**config.mk**
```make
export PLATFORM = sky130hd
export DESIGN_NAME = sbcsp_device_flat
export DESIGN_NICKNAME = d
export VERILOG_FILES = /design/src/sbcsp_pkg.sv /design/src/sbcsp_link_if.sv /design/src/sbcsp_device.sv /design/src/sbcsp_sync.sv /design/src/flat_wrapper.sv
export SDC_FILE = /design/constraint.sdc
export NUM_CORES = 1
export LEC_CHECK = 0
export ABC_AREA = 1
export BUFFER_PORTS_ARGS = -buffer_cell sky130_fd_sc_hd__clkbuf_2
export CORE_ASPECT_RATIO = 0.75
export CORE_MARGIN = 2
export CORE_UTILIZATION = 36
export DETAILED_ROUTE_END_ITERATION = 8
export PLACE_DENSITY = 0.66
export SLEW_MARGIN = 0
export SYNTH_ARGS = -nofsm -noshare
export SYNTH_HDL_FRONTEND = slang
export SYNTH_SLANG_ARGS = --single-unit
```
**constraint.sdc**
```tcl
create_clock -name ref_clk -period 2.38 [get_ports ref_clk]
set_clock_uncertainty 0.05 [all_clocks]
set_input_delay 0.476 -clock ref_clk [delete_from_list [all_inputs] [get_ports ref_clk]]
set_output_delay 0.476 -clock ref_clk [all_outputs]
set_load 0.1 [all_outputs]
```
**src/sbcsp_pkg.sv**
```systemverilog
// Shared constants and types of the SPI register port and its controller
package sbcsp_pkg;
  localparam int          BYTE_BITS        = 8;
  localparam int          NIBBLE           = 4;
  localparam logic [3:0]  ADDR_MODE        = 4'h0;
  localparam logic [3:0]  ADDR_VOLT_RD     = 4'h1;
  localparam logic [3:0]  ADDR_WAKE        = 4'h2;
  localparam logic [3:0]  ADDR_LIN         = 4'h4;
  localparam logic [3:0]  ADDR_HIGH        = 4'h6;
  localparam logic [3:0]  ADDR_LOW         = 4'h8;
  localparam logic [3:0]  ADDR_TIMING      = 4'hA;
  localparam logic [3:0]  ADDR_AMUX        = 4'hC;
  localparam logic [3:0]  ADDR_CONFIG      = 4'hD;
  localparam logic [3:0]  ADDR_IMASK       = 4'hE;
  localparam int          MODE_OVERVOLTAGE_SHUTDOWN_ENABLE_BIT    = 3;
  localparam int          MODE_ZERO_BIT    = 2;
  localparam int          LIN_RXONLY_BIT   = 2;
  localparam logic [3:0]  RST_MODE         = 4'h8;
  localparam logic [3:0]  RST_WAKE         = 4'hF;
  localparam logic [3:0]  RST_OTHER        = 4'h0;
  localparam logic [1:0]  MODE_NORMAL_WDC  = 2'h3;
  localparam logic [3:0]  VALID_EDGES      = 4'h8;
  localparam int          CLK_PERIOD_NS    = 4;
  localparam int          SCLK_HALF_NS     = 40;
  localparam int          SCLK_HALF_CYC    = SCLK_HALF_NS / CLK_PERIOD_NS;
  localparam logic [7:0]  WB_CMD           = 8'h00;
  localparam logic [7:0]  WB_STATUS        = 8'h04;
  localparam logic [7:0]  WB_IRQ_STAT      = 8'h08;
  localparam logic [7:0]  WB_IRQ_MASK      = 8'h0C;
  localparam int          STAT_BUSY_BIT    = 8;
  localparam int          IRQ_DONE_BIT     = 0;
  localparam int          IRQ_SUMMARY_BIT  = 1;
  typedef enum logic {SBCSP_IDLE, SBCSP_SHIFT} sbcsp_dev_state_t;
  typedef enum logic [2:0] {
    SBCSP_H_IDLE, SBCSP_H_LEAD, SBCSP_H_HIGH, SBCSP_H_LOW, SBCSP_H_TRAIL
  } sbcsp_host_state_t;
endpackage

```
**src/sbcsp_link_if.sv**
```systemverilog
// Four-wire serial link between controller and register port
`timescale 1ns/1ns
`default_nettype none
interface sbcsp_link_if;
  logic csN;
  logic sclk;
  logic mosi;
  logic misoOut;
  logic misoOe;
  modport device (input csN, input sclk, input mosi,
                  output misoOut, output misoOe);
  modport host   (output csN, output sclk, output mosi,
                  input misoOut, input misoOe);
endinterface
`default_nettype wire

```
**src/sbcsp_device.sv**
```systemverilog
// Register port of the system basis chip behind the serial link
//
// The Wishbone slave port is this design's own decision.
`timescale 1ns/1ns
`default_nettype none
module sbcsp_device
  import sbcsp_pkg::*;
(
  input  wire logic    ref_clk,
  input  wire logic    rst,
  sbcsp_link_if.device link,
  input  wire logic    resetMode,
  input  wire logic    extReset,
  input  wire logic    supplyOvervoltage,
  input  wire logic    supplyUndervoltage,
  input  wire logic    regulatorOvertempWarning,
  input  wire logic [3:0] wakeInputStatus,
  input  wire logic [3:0] linPhyStatus,
  input  wire logic [3:0] highSideStatus,
  input  wire logic [3:0] lowSideStatus,
  input  wire logic [3:0] watchdogStatus,
  input  wire logic [3:0] interruptSource,
  output var  logic [1:0] modeSelect,
  output var  logic       overvoltageShutdownEnable,
  output var  logic       watchdogClear,
  output var  logic       driverShutdown,
  output var  logic       batteryFailFlag,
  output var  logic [3:0] wakeInputControl,
  output var  logic [3:0] linPhyControl,
  output var  logic [3:0] highSideControl,
  output var  logic [3:0] lowSideControl,
  output var  logic [3:0] timingControl,
  output var  logic [3:0] analogMuxControl,
  output var  logic [3:0] deviceConfiguration,
  output var  logic [3:0] interruptMask
);
  import sbcsp_pkg::*;

  logic [2:0]       linkSync;
  logic             csS;
  logic             sclkS;
  logic             mosiS;
  logic             csPrev_reg;
  logic             sclkPrev_reg;
  logic             csFall;
  logic             csRise;
  logic             sclkRise;
  logic             sclkFall;
  sbcsp_dev_state_t state_reg;
  logic [3:0]       edgeCnt_reg;
  logic [7:0]       rx_reg;
  logic [3:0]       addr_reg;
  logic [3:0]       summary_reg;
  logic [3:0]       snap_reg [0:7];
  logic [7:0]       replyByte;
  logic             commitValid;
  logic [3:0]       commitAddr;
  logic [3:0]       commitData;
  logic [3:0]       voltageStatus;
  logic [3:0]       linStatusRead;

  // Select, clock and data come from another domain
  // Select rides inverted so a cleared synchroniser reads as deselected;
  // otherwise a false select fall would follow every reset
  sbcsp_sync #(.W(3)) linkSyncInst (
    .ref_clk (ref_clk),
    .rst     (rst),
    .async   ({~link.csN, link.sclk, link.mosi}),
    .synced  (linkSync)
  );
  assign csS   = ~linkSync[2];
  assign sclkS = linkSync[1];
  assign mosiS = linkSync[0];

  always_ff @(posedge ref_clk) begin
    if (rst) begin
      csPrev_reg   <= 1'b1;
      sclkPrev_reg <= 1'b0;
    end else begin
      csPrev_reg   <= csS;
      sclkPrev_reg <= sclkS;
    end
  end

  assign csFall   = csPrev_reg & ~csS;
  assign csRise   = ~csPrev_reg & csS;
  assign sclkRise = ~sclkPrev_reg & sclkS & ~csS;
  assign sclkFall = sclkPrev_reg & ~sclkS & ~csS;

  assign voltageStatus = {supplyOvervoltage, supplyUndervoltage,
                          regulatorOvertempWarning, batteryFailFlag};
  assign linStatusRead = {linPhyStatus[3:1], 1'b0};

  // Address pairs share one status register, so index by address / 2
  function automatic logic [3:0] statusOf(input logic [3:0] a,
                                          input logic [3:0] s [0:7]);
    statusOf = s[a[3:1]];
  endfunction

  function automatic logic writable(input logic [3:0] a);
    writable = !a[0] || (a == ADDR_CONFIG);
  endfunction

  assign replyByte   = {summary_reg, statusOf(addr_reg, snap_reg)};
  assign commitValid = csRise && (state_reg == SBCSP_SHIFT)
                       && (edgeCnt_reg == VALID_EDGES);
  assign commitAddr  = rx_reg[7:4];
  assign commitData  = rx_reg[3:0];

  always_ff @(posedge ref_clk) begin
    if (rst) begin
      state_reg   <= SBCSP_IDLE;
      edgeCnt_reg <= 4'h0;
      rx_reg      <= 8'h00;
      addr_reg    <= 4'h0;
    end else begin
      case (state_reg)
        SBCSP_IDLE: begin
          if (csFall) begin
            state_reg   <= SBCSP_SHIFT;
            edgeCnt_reg <= 4'h0;
          end
        end
        SBCSP_SHIFT: begin
          if (csRise) begin
            state_reg <= SBCSP_IDLE;
          end else if (sclkFall) begin
            rx_reg <= {rx_reg[6:0], mosiS};
            // Saturate above eight so long frames stay invalid
            if (edgeCnt_reg <= VALID_EDGES) begin
              edgeCnt_reg <= edgeCnt_reg + 4'h1;
            end
            if (edgeCnt_reg == 4'h3) begin
              addr_reg <= {rx_reg[2:0], mosiS};
            end
          end
        end
        default: state_reg <= SBCSP_IDLE;
      endcase
    end
  end

  // Status is frozen at frame start so the reply is self-consistent
  always_ff @(posedge ref_clk) begin
    if (rst) begin
      summary_reg <= 4'h0;
      for (int i = 0; i < 8; i++) begin
        snap_reg[i] <= 4'h0;
      end
    end else if (csFall && state_reg == SBCSP_IDLE) begin
      summary_reg <= {|voltageStatus, |linStatusRead,
                      |highSideStatus, |lowSideStatus};
      snap_reg[0] <= voltageStatus;
      snap_reg[1] <= wakeInputStatus;
      snap_reg[2] <= linStatusRead;
      snap_reg[3] <= highSideStatus;
      snap_reg[4] <= lowSideStatus;
      snap_reg[5] <= watchdogStatus;
      snap_reg[6] <= 4'h0;
      snap_reg[7] <= interruptSource;
    end
  end

  always_ff @(posedge ref_clk) begin
    if (rst) begin
      link.misoOut <= 1'b0;
      link.misoOe  <= 1'b0;
    end else if (csRise || csS) begin
      link.misoOe <= 1'b0;
    end else if (csFall && state_reg == SBCSP_IDLE) begin
      link.misoOe  <= 1'b1;
      link.misoOut <= |voltageStatus;
    end else if (sclkRise && edgeCnt_reg != 4'h0
                 && edgeCnt_reg < VALID_EDGES) begin
      link.misoOut <= replyByte[3'(7 - edgeCnt_reg)];
    end
  end

  // Control registers; hardware reset conditions outrank a commit
  always_ff @(posedge ref_clk) begin
    if (rst) begin
      modeSelect                <= 2'h0;
      overvoltageShutdownEnable <= RST_MODE[MODE_OVERVOLTAGE_SHUTDOWN_ENABLE_BIT];
      wakeInputControl          <= RST_WAKE;
      linPhyControl             <= RST_OTHER;
      highSideControl           <= RST_OTHER;
      lowSideControl            <= RST_OTHER;
      timingControl             <= RST_OTHER;
      analogMuxControl          <= RST_OTHER;
      deviceConfiguration       <= RST_OTHER;
      interruptMask             <= RST_OTHER;
    end else if (resetMode || extReset) begin
      wakeInputControl <= RST_WAKE;
      // Slew and J2602 bits survive; only power-on clears them
      linPhyControl[LIN_RXONLY_BIT] <= 1'b0;
      highSideControl  <= RST_OTHER;
      lowSideControl   <= RST_OTHER;
      timingControl    <= RST_OTHER;
      analogMuxControl <= RST_OTHER;
      interruptMask    <= RST_OTHER;
    end else if (commitValid && writable(commitAddr)) begin
      case (commitAddr)
        ADDR_MODE: begin
          overvoltageShutdownEnable <= commitData[MODE_OVERVOLTAGE_SHUTDOWN_ENABLE_BIT];
          modeSelect                <= commitData[1:0];
        end
        ADDR_WAKE:   wakeInputControl    <= commitData;
        ADDR_LIN:    linPhyControl       <= commitData;
        ADDR_HIGH:   highSideControl     <= commitData;
        ADDR_LOW:    lowSideControl      <= commitData;
        ADDR_TIMING: timingControl       <= commitData;
        ADDR_AMUX:   analogMuxControl    <= commitData;
        ADDR_CONFIG: deviceConfiguration <= commitData;
        ADDR_IMASK:  interruptMask       <= commitData;
        default:     modeSelect          <= modeSelect;
      endcase
    end else if (overvoltageShutdownEnable && supplyOvervoltage) begin
      highSideControl <= RST_OTHER;
    end
  end

  always_ff @(posedge ref_clk) begin
    if (rst) begin
      batteryFailFlag <= 1'b1;
      watchdogClear   <= 1'b0;
      driverShutdown  <= 1'b0;
    end else begin
      if (commitValid && (commitAddr == ADDR_MODE
                          || commitAddr == ADDR_VOLT_RD)) begin
        batteryFailFlag <= 1'b0;
      end
      watchdogClear  <= commitValid && commitAddr == ADDR_MODE
                        && commitData[1:0] == MODE_NORMAL_WDC;
      driverShutdown <= overvoltageShutdownEnable
                        && supplyOvervoltage;
    end
  end
endmodule
`default_nettype wire

```
**src/sbcsp_sync.sv**
```systemverilog
// Two-flop synchroniser for a bundle of independent levels
`timescale 1ns/1ns
`default_nettype none
module sbcsp_sync #(
  parameter int W = 1
) (
  input  wire logic         ref_clk,
  input  wire logic         rst,
  input  wire logic [W-1:0] async,
  output var  logic [W-1:0] synced
);
  logic [W-1:0] stage1_reg;

  always_ff @(posedge ref_clk) begin
    if (rst) begin
      stage1_reg <= '0;
      synced     <= '0;
    end else begin
      stage1_reg <= async;
      synced     <= stage1_reg;
    end
  end
endmodule
`default_nettype wire

```
**src/flat_wrapper.sv**
```systemverilog
// flat-port wrapper written by rule: the top's interface ports become plain ports
module sbcsp_device_flat import sbcsp_pkg::*;
  (ref_clk, rst, resetMode, extReset, supplyOvervoltage, supplyUndervoltage, regulatorOvertempWarning, wakeInputStatus, linPhyStatus, highSideStatus, lowSideStatus, watchdogStatus, interruptSource, modeSelect, overvoltageShutdownEnable, watchdogClear, driverShutdown, batteryFailFlag, wakeInputControl, linPhyControl, highSideControl, lowSideControl, timingControl, analogMuxControl, deviceConfiguration, interruptMask, link_csN, link_sclk, link_mosi, link_misoOut, link_misoOe);
  sbcsp_link_if link_i ();
  input  wire logic ref_clk;
  input  wire logic rst;
  input  wire logic resetMode;
  input  wire logic extReset;
  input  wire logic supplyOvervoltage;
  input  wire logic supplyUndervoltage;
  input  wire logic regulatorOvertempWarning;
  input  wire logic [3:0] wakeInputStatus;
  input  wire logic [3:0] linPhyStatus;
  input  wire logic [3:0] highSideStatus;
  input  wire logic [3:0] lowSideStatus;
  input  wire logic [3:0] watchdogStatus;
  input  wire logic [3:0] interruptSource;
  output var  logic [1:0] modeSelect;
  output var  logic overvoltageShutdownEnable;
  output var  logic watchdogClear;
  output var  logic driverShutdown;
  output var  logic batteryFailFlag;
  output var  logic [3:0] wakeInputControl;
  output var  logic [3:0] linPhyControl;
  output var  logic [3:0] highSideControl;
  output var  logic [3:0] lowSideControl;
  output var  logic [3:0] timingControl;
  output var  logic [3:0] analogMuxControl;
  output var  logic [3:0] deviceConfiguration;
  output var  logic [3:0] interruptMask;
  input wire logic [$bits(link_i.csN)-1:0] link_csN;
  input wire logic [$bits(link_i.sclk)-1:0] link_sclk;
  input wire logic [$bits(link_i.mosi)-1:0] link_mosi;
  output wire logic [$bits(link_i.misoOut)-1:0] link_misoOut;
  output wire logic [$bits(link_i.misoOe)-1:0] link_misoOe;
  assign link_i.csN = link_csN;
  assign link_i.sclk = link_sclk;
  assign link_i.mosi = link_mosi;
  assign link_misoOut = link_i.misoOut;
  assign link_misoOe = link_i.misoOe;
  sbcsp_device u_core (.ref_clk(ref_clk), .rst(rst), .link(link_i), .resetMode(resetMode), .extReset(extReset), .supplyOvervoltage(supplyOvervoltage), .supplyUndervoltage(supplyUndervoltage), .regulatorOvertempWarning(regulatorOvertempWarning), .wakeInputStatus(wakeInputStatus), .linPhyStatus(linPhyStatus), .highSideStatus(highSideStatus), .lowSideStatus(lowSideStatus), .watchdogStatus(watchdogStatus), .interruptSource(interruptSource), .modeSelect(modeSelect), .overvoltageShutdownEnable(overvoltageShutdownEnable), .watchdogClear(watchdogClear), .driverShutdown(driverShutdown), .batteryFailFlag(batteryFailFlag), .wakeInputControl(wakeInputControl), .linPhyControl(linPhyControl), .highSideControl(highSideControl), .lowSideControl(lowSideControl), .timingControl(timingControl), .analogMuxControl(analogMuxControl), .deviceConfiguration(deviceConfiguration), .interruptMask(interruptMask));
endmodule
```
==> results.json <==
{
  "avgSynthCellArea_um2": 7.61,
  "clk_path_buf_depth": 2,
  "grt_usage": 0.174,
  "max_freq_mhz": 557,
  "path_delay_family": "buffers and inverters",
  "drc": 0,
  "drv_cap": 0,
  "ir_worst_vdd_mv": 0.298,
  "ys.flop_type": "dfxtp_1",
  "cts_resized": 0,
  "vias_per_cell": 4.87,
  "multi_input_area_mm2": 0.00155,
  "cts.clk_slew.worst_paths_ps": 70,
  "seq_power_share": 0.500,
  "grt_pass1_vias": 3089,
  "grt_pass1_wl_um": 15300,
  "slew_viol_final": 0,
  "largest_register_ffs": 27,
  "ys_async_sr_fraction": 0,
  "max_stage_delay_ps": 500,
  "finalHoldViolCount": 0,
  "wire_per_inst_um": 13.1,
  "drive_above_1_share": 0.197,
  "cpMaxStageDelayCell": "clkbuf_2",
  "cp.required_ps": 1850,
  "synth.distinct_cells": 30,
  "clock_sinks": 95,
  "critPathLaunchType": "flop",
  "postCtsHoldBufs": 0,
  "p_per_area_mw_per_mm2": 711,
  "total_power_w": 0.00328,
  "first_iter_violations": 230,
  "clock_latency_ps": 340,
  "core_mm2": 0.0102,
  "diodes": 0,
  "cts_tree": "yes",
  "postCtsSetupRepairBufs": 0,
  "worst_pin_slew_ps": 573,
  "ys_ff_latch": 95,
  "chipWidth_um": 122,
  "nets": 605,
  "comb_power_share": 0.052,
  "outcome": "completed",
  "regArea_mm2": 0.00190,
  "syn_inst": 496,
  "first_pass_iters": 5,
  "timing.final.crit_period_ps": 1800,
  "utilization": 0.450,
  "grt-ovfl-total": 0,
  "detail-route-antenna-nets": 0,
  "hold_ws_ps": 227,
  "cp_max_fo": 4,
  "rows": 32,
  "dp_hpwl_um": 6880,
  "area_delta_synth_final_pct": 22.1,
  "period_share": 0.754,
  "routed_wirelength_um": 9270,
  "crit_path_cell_trace": "clkbuf_2",
  "cp-end-kind": "output pin",
  "syn_nets": 532,
  "cp.arrival_ps": 1270,
  "crit_buf_inv": 1,
  "p_int_w": 0.00256,
  "clockPowerShare": 0.447,
  "gp_congestion": 0.853,
  "cts_buffers": 9,
  "antenna_found_initial": 0,
  "swShare": 0.220,
  "pin_count": 74,
  "pre_cts_slack_ps": 593,
  "finalSetupViolCount": 0,
  "rsz0062_at_grt": "false",
  "synth-edff-count": 0,
  "p_leak_nw": 1.92,
  "grt_max_degree": 33,
  "die_h_um": 92.7,
  "syn-cell-area_mm2": 0.00377,
  "dieArea_mm2": 0.0113,
  "setup_slack_ps": 585,
  "synth_warnings": 0,
  "cts-root-buf": "clkbuf_16",
  "critPathKind": "flop to output pin",
  "hold_class": "input port to flop",
  "port-buffer-count": 72,
  "synth-seq-area-share": 0.504,
  "num-fill-cells": 1067,
  "relSlewSlack": 0.620,
  "initial_core_util": 0.368,
  "htree_levels": 3,
  "vias": 3458,
  "switchingPower_w": 0.000720,
  "finalSetupTns_ps": 0
}
-- power by group through the flow --
stage / sequential (W) / combinational [W] / clock [W]
5_1_grt: 0.00164 / 0.000195 / 0.00156
4_1_cts: 0.00164 / 0.000172 / 0.00149
3_3_place_gp: 0.00168 / 0.000168 / 0
2_1_floorplan: 0.00169 / 0.0000966 / 0
3_5_place_dp: 0.00168 / 0.000171 / 0
6_report: 0.00164 / 0.000172 / 0.00147
-- logic make-up after synthesis --
kind of cell    count (synthesis)  share of synthesized area
simple gates                  170                      0.204
compound gates                143                      0.200
flops                          95                      0.504
buf+inv                        86                     0.0858
fa+ha+maj                       2                    0.00663
-- layout by cell type, fill, tap and decap left out --
cell type	n
nor2_2	1
clkbuf_2	72
nand3b_1	1
clkbuf_1	1
nor3_4	2
buf_4	9
clkinv_1	2
inv_2	7
nand2_1	75
nor3_1	2
clkbuf_8	2
nand4_1	4
clkinvlp_4	2
or4_1	1
o41ai_1	2
o211ai_1	3
nand3_2	1
nor2_1	45
nand3_1	31
a21oi_1	67
a211oi_1	8
bufinv_16	1
dfxtp_1	95
a21boi_0	1
nand2_2	1
nor2_4	1
o21ai_1	6
nand4_2	1
inv_1	58
nor3_2	3
ha_1	2
nor4_1	1
o21ai_0	56
clkinv_4	1
clkbuf_16	9
-- synth_stat cells, types with 2 or more instances --
cell type / instances / area [um2]
o21ai_0: 56 / 280
dfxtp_1: 95 / 1900
nor3_4: 2 / 32.5
inv_2: 7 / 26.3
nor3_2: 3 / 30.0
o21ai_1: 6 / 30.0
nor3_1: 2 / 10.0
nor2_1: 45 / 169
nand2_1: 75 / 282
inv_1: 58 / 218
clkbuf_1: 17 / 63.8
a211oi_1: 8 / 60.1
nand3_1: 31 / 155
ha_1: 2 / 25.0
nand4_1: 4 / 25.0
a21oi_1: 67 / 335
o41ai_1: 2 / 17.5
o211ai_1: 3 / 22.5
clkinv_1: 2 / 7.51
-- area by class of cell --
type,count,share of cell area
Clock inverter,4,0.0117
Sequential cell,95,0.412
Timing Repair Buffer,81,0.0928
Clock buffer,12,0.0556
Inverter,67,0.0545
Multi-Input combinational cell,315,0.336
Tap cell,136,0.0369
-- through the flow --
stage / instance area (um2) / cells
after global routing: 4610 / 710
final: 4610 / 710
after detailed placement: 4300 / 694
after floorplan: 3770 / 496
after global placement: 4300 / 694
after CTS: 4610 / 710
-- worst register-to-register path: stages, from the launching register on --
cell and delay, ps:
dfxtp_1 370, inv_2 160, nand4_2 140, nor3_4 250
nand3_2 190, inv_2 90, nand2_1 160, a21oi_1 180
o21ai_1 80
-- worst paths after layout --
check | startpoint | endpoint | slack [ps] | depth (start not counted)
setup reg to reg | u_core.edgeCnt_reg[0]$_SDFFE_PP0P_ | u_core.wakeInputControl[2]$_SDFFE_PP1P_ | 590 | 8
setup / recovery | u_core.batteryFailFlag$_SDFFE_PP1P_ | batteryFailFlag | 580 | 1
hold reg to reg | u_core.linkSyncInst.stage1_reg[2]$_SDFF_PP0_ | u_core.linkSyncInst.synced[2]$_SDFF_PP0_ | 350 | 2
hold / removal | link_csN | u_core.linkSyncInst.stage1_reg[2]$_SDFF_PP0_ | 230 | 2
-- per-layer routing --
| metal | global-route usage | routed length [um] | vias up |
|---|---|---|---|
| li1 | - | - | 1785 |
| met1 | 0.248 | 4570 | 1566 |
| met2 | 0.250 | 3930 | 97 |
| met3 | 0.0530 | 654 | 10 |
| met4 | 0.0517 | 120 | 0 |
| met5 | 0 | 0 | - |
No activity file was read; power rests on OpenSTA's default activity.
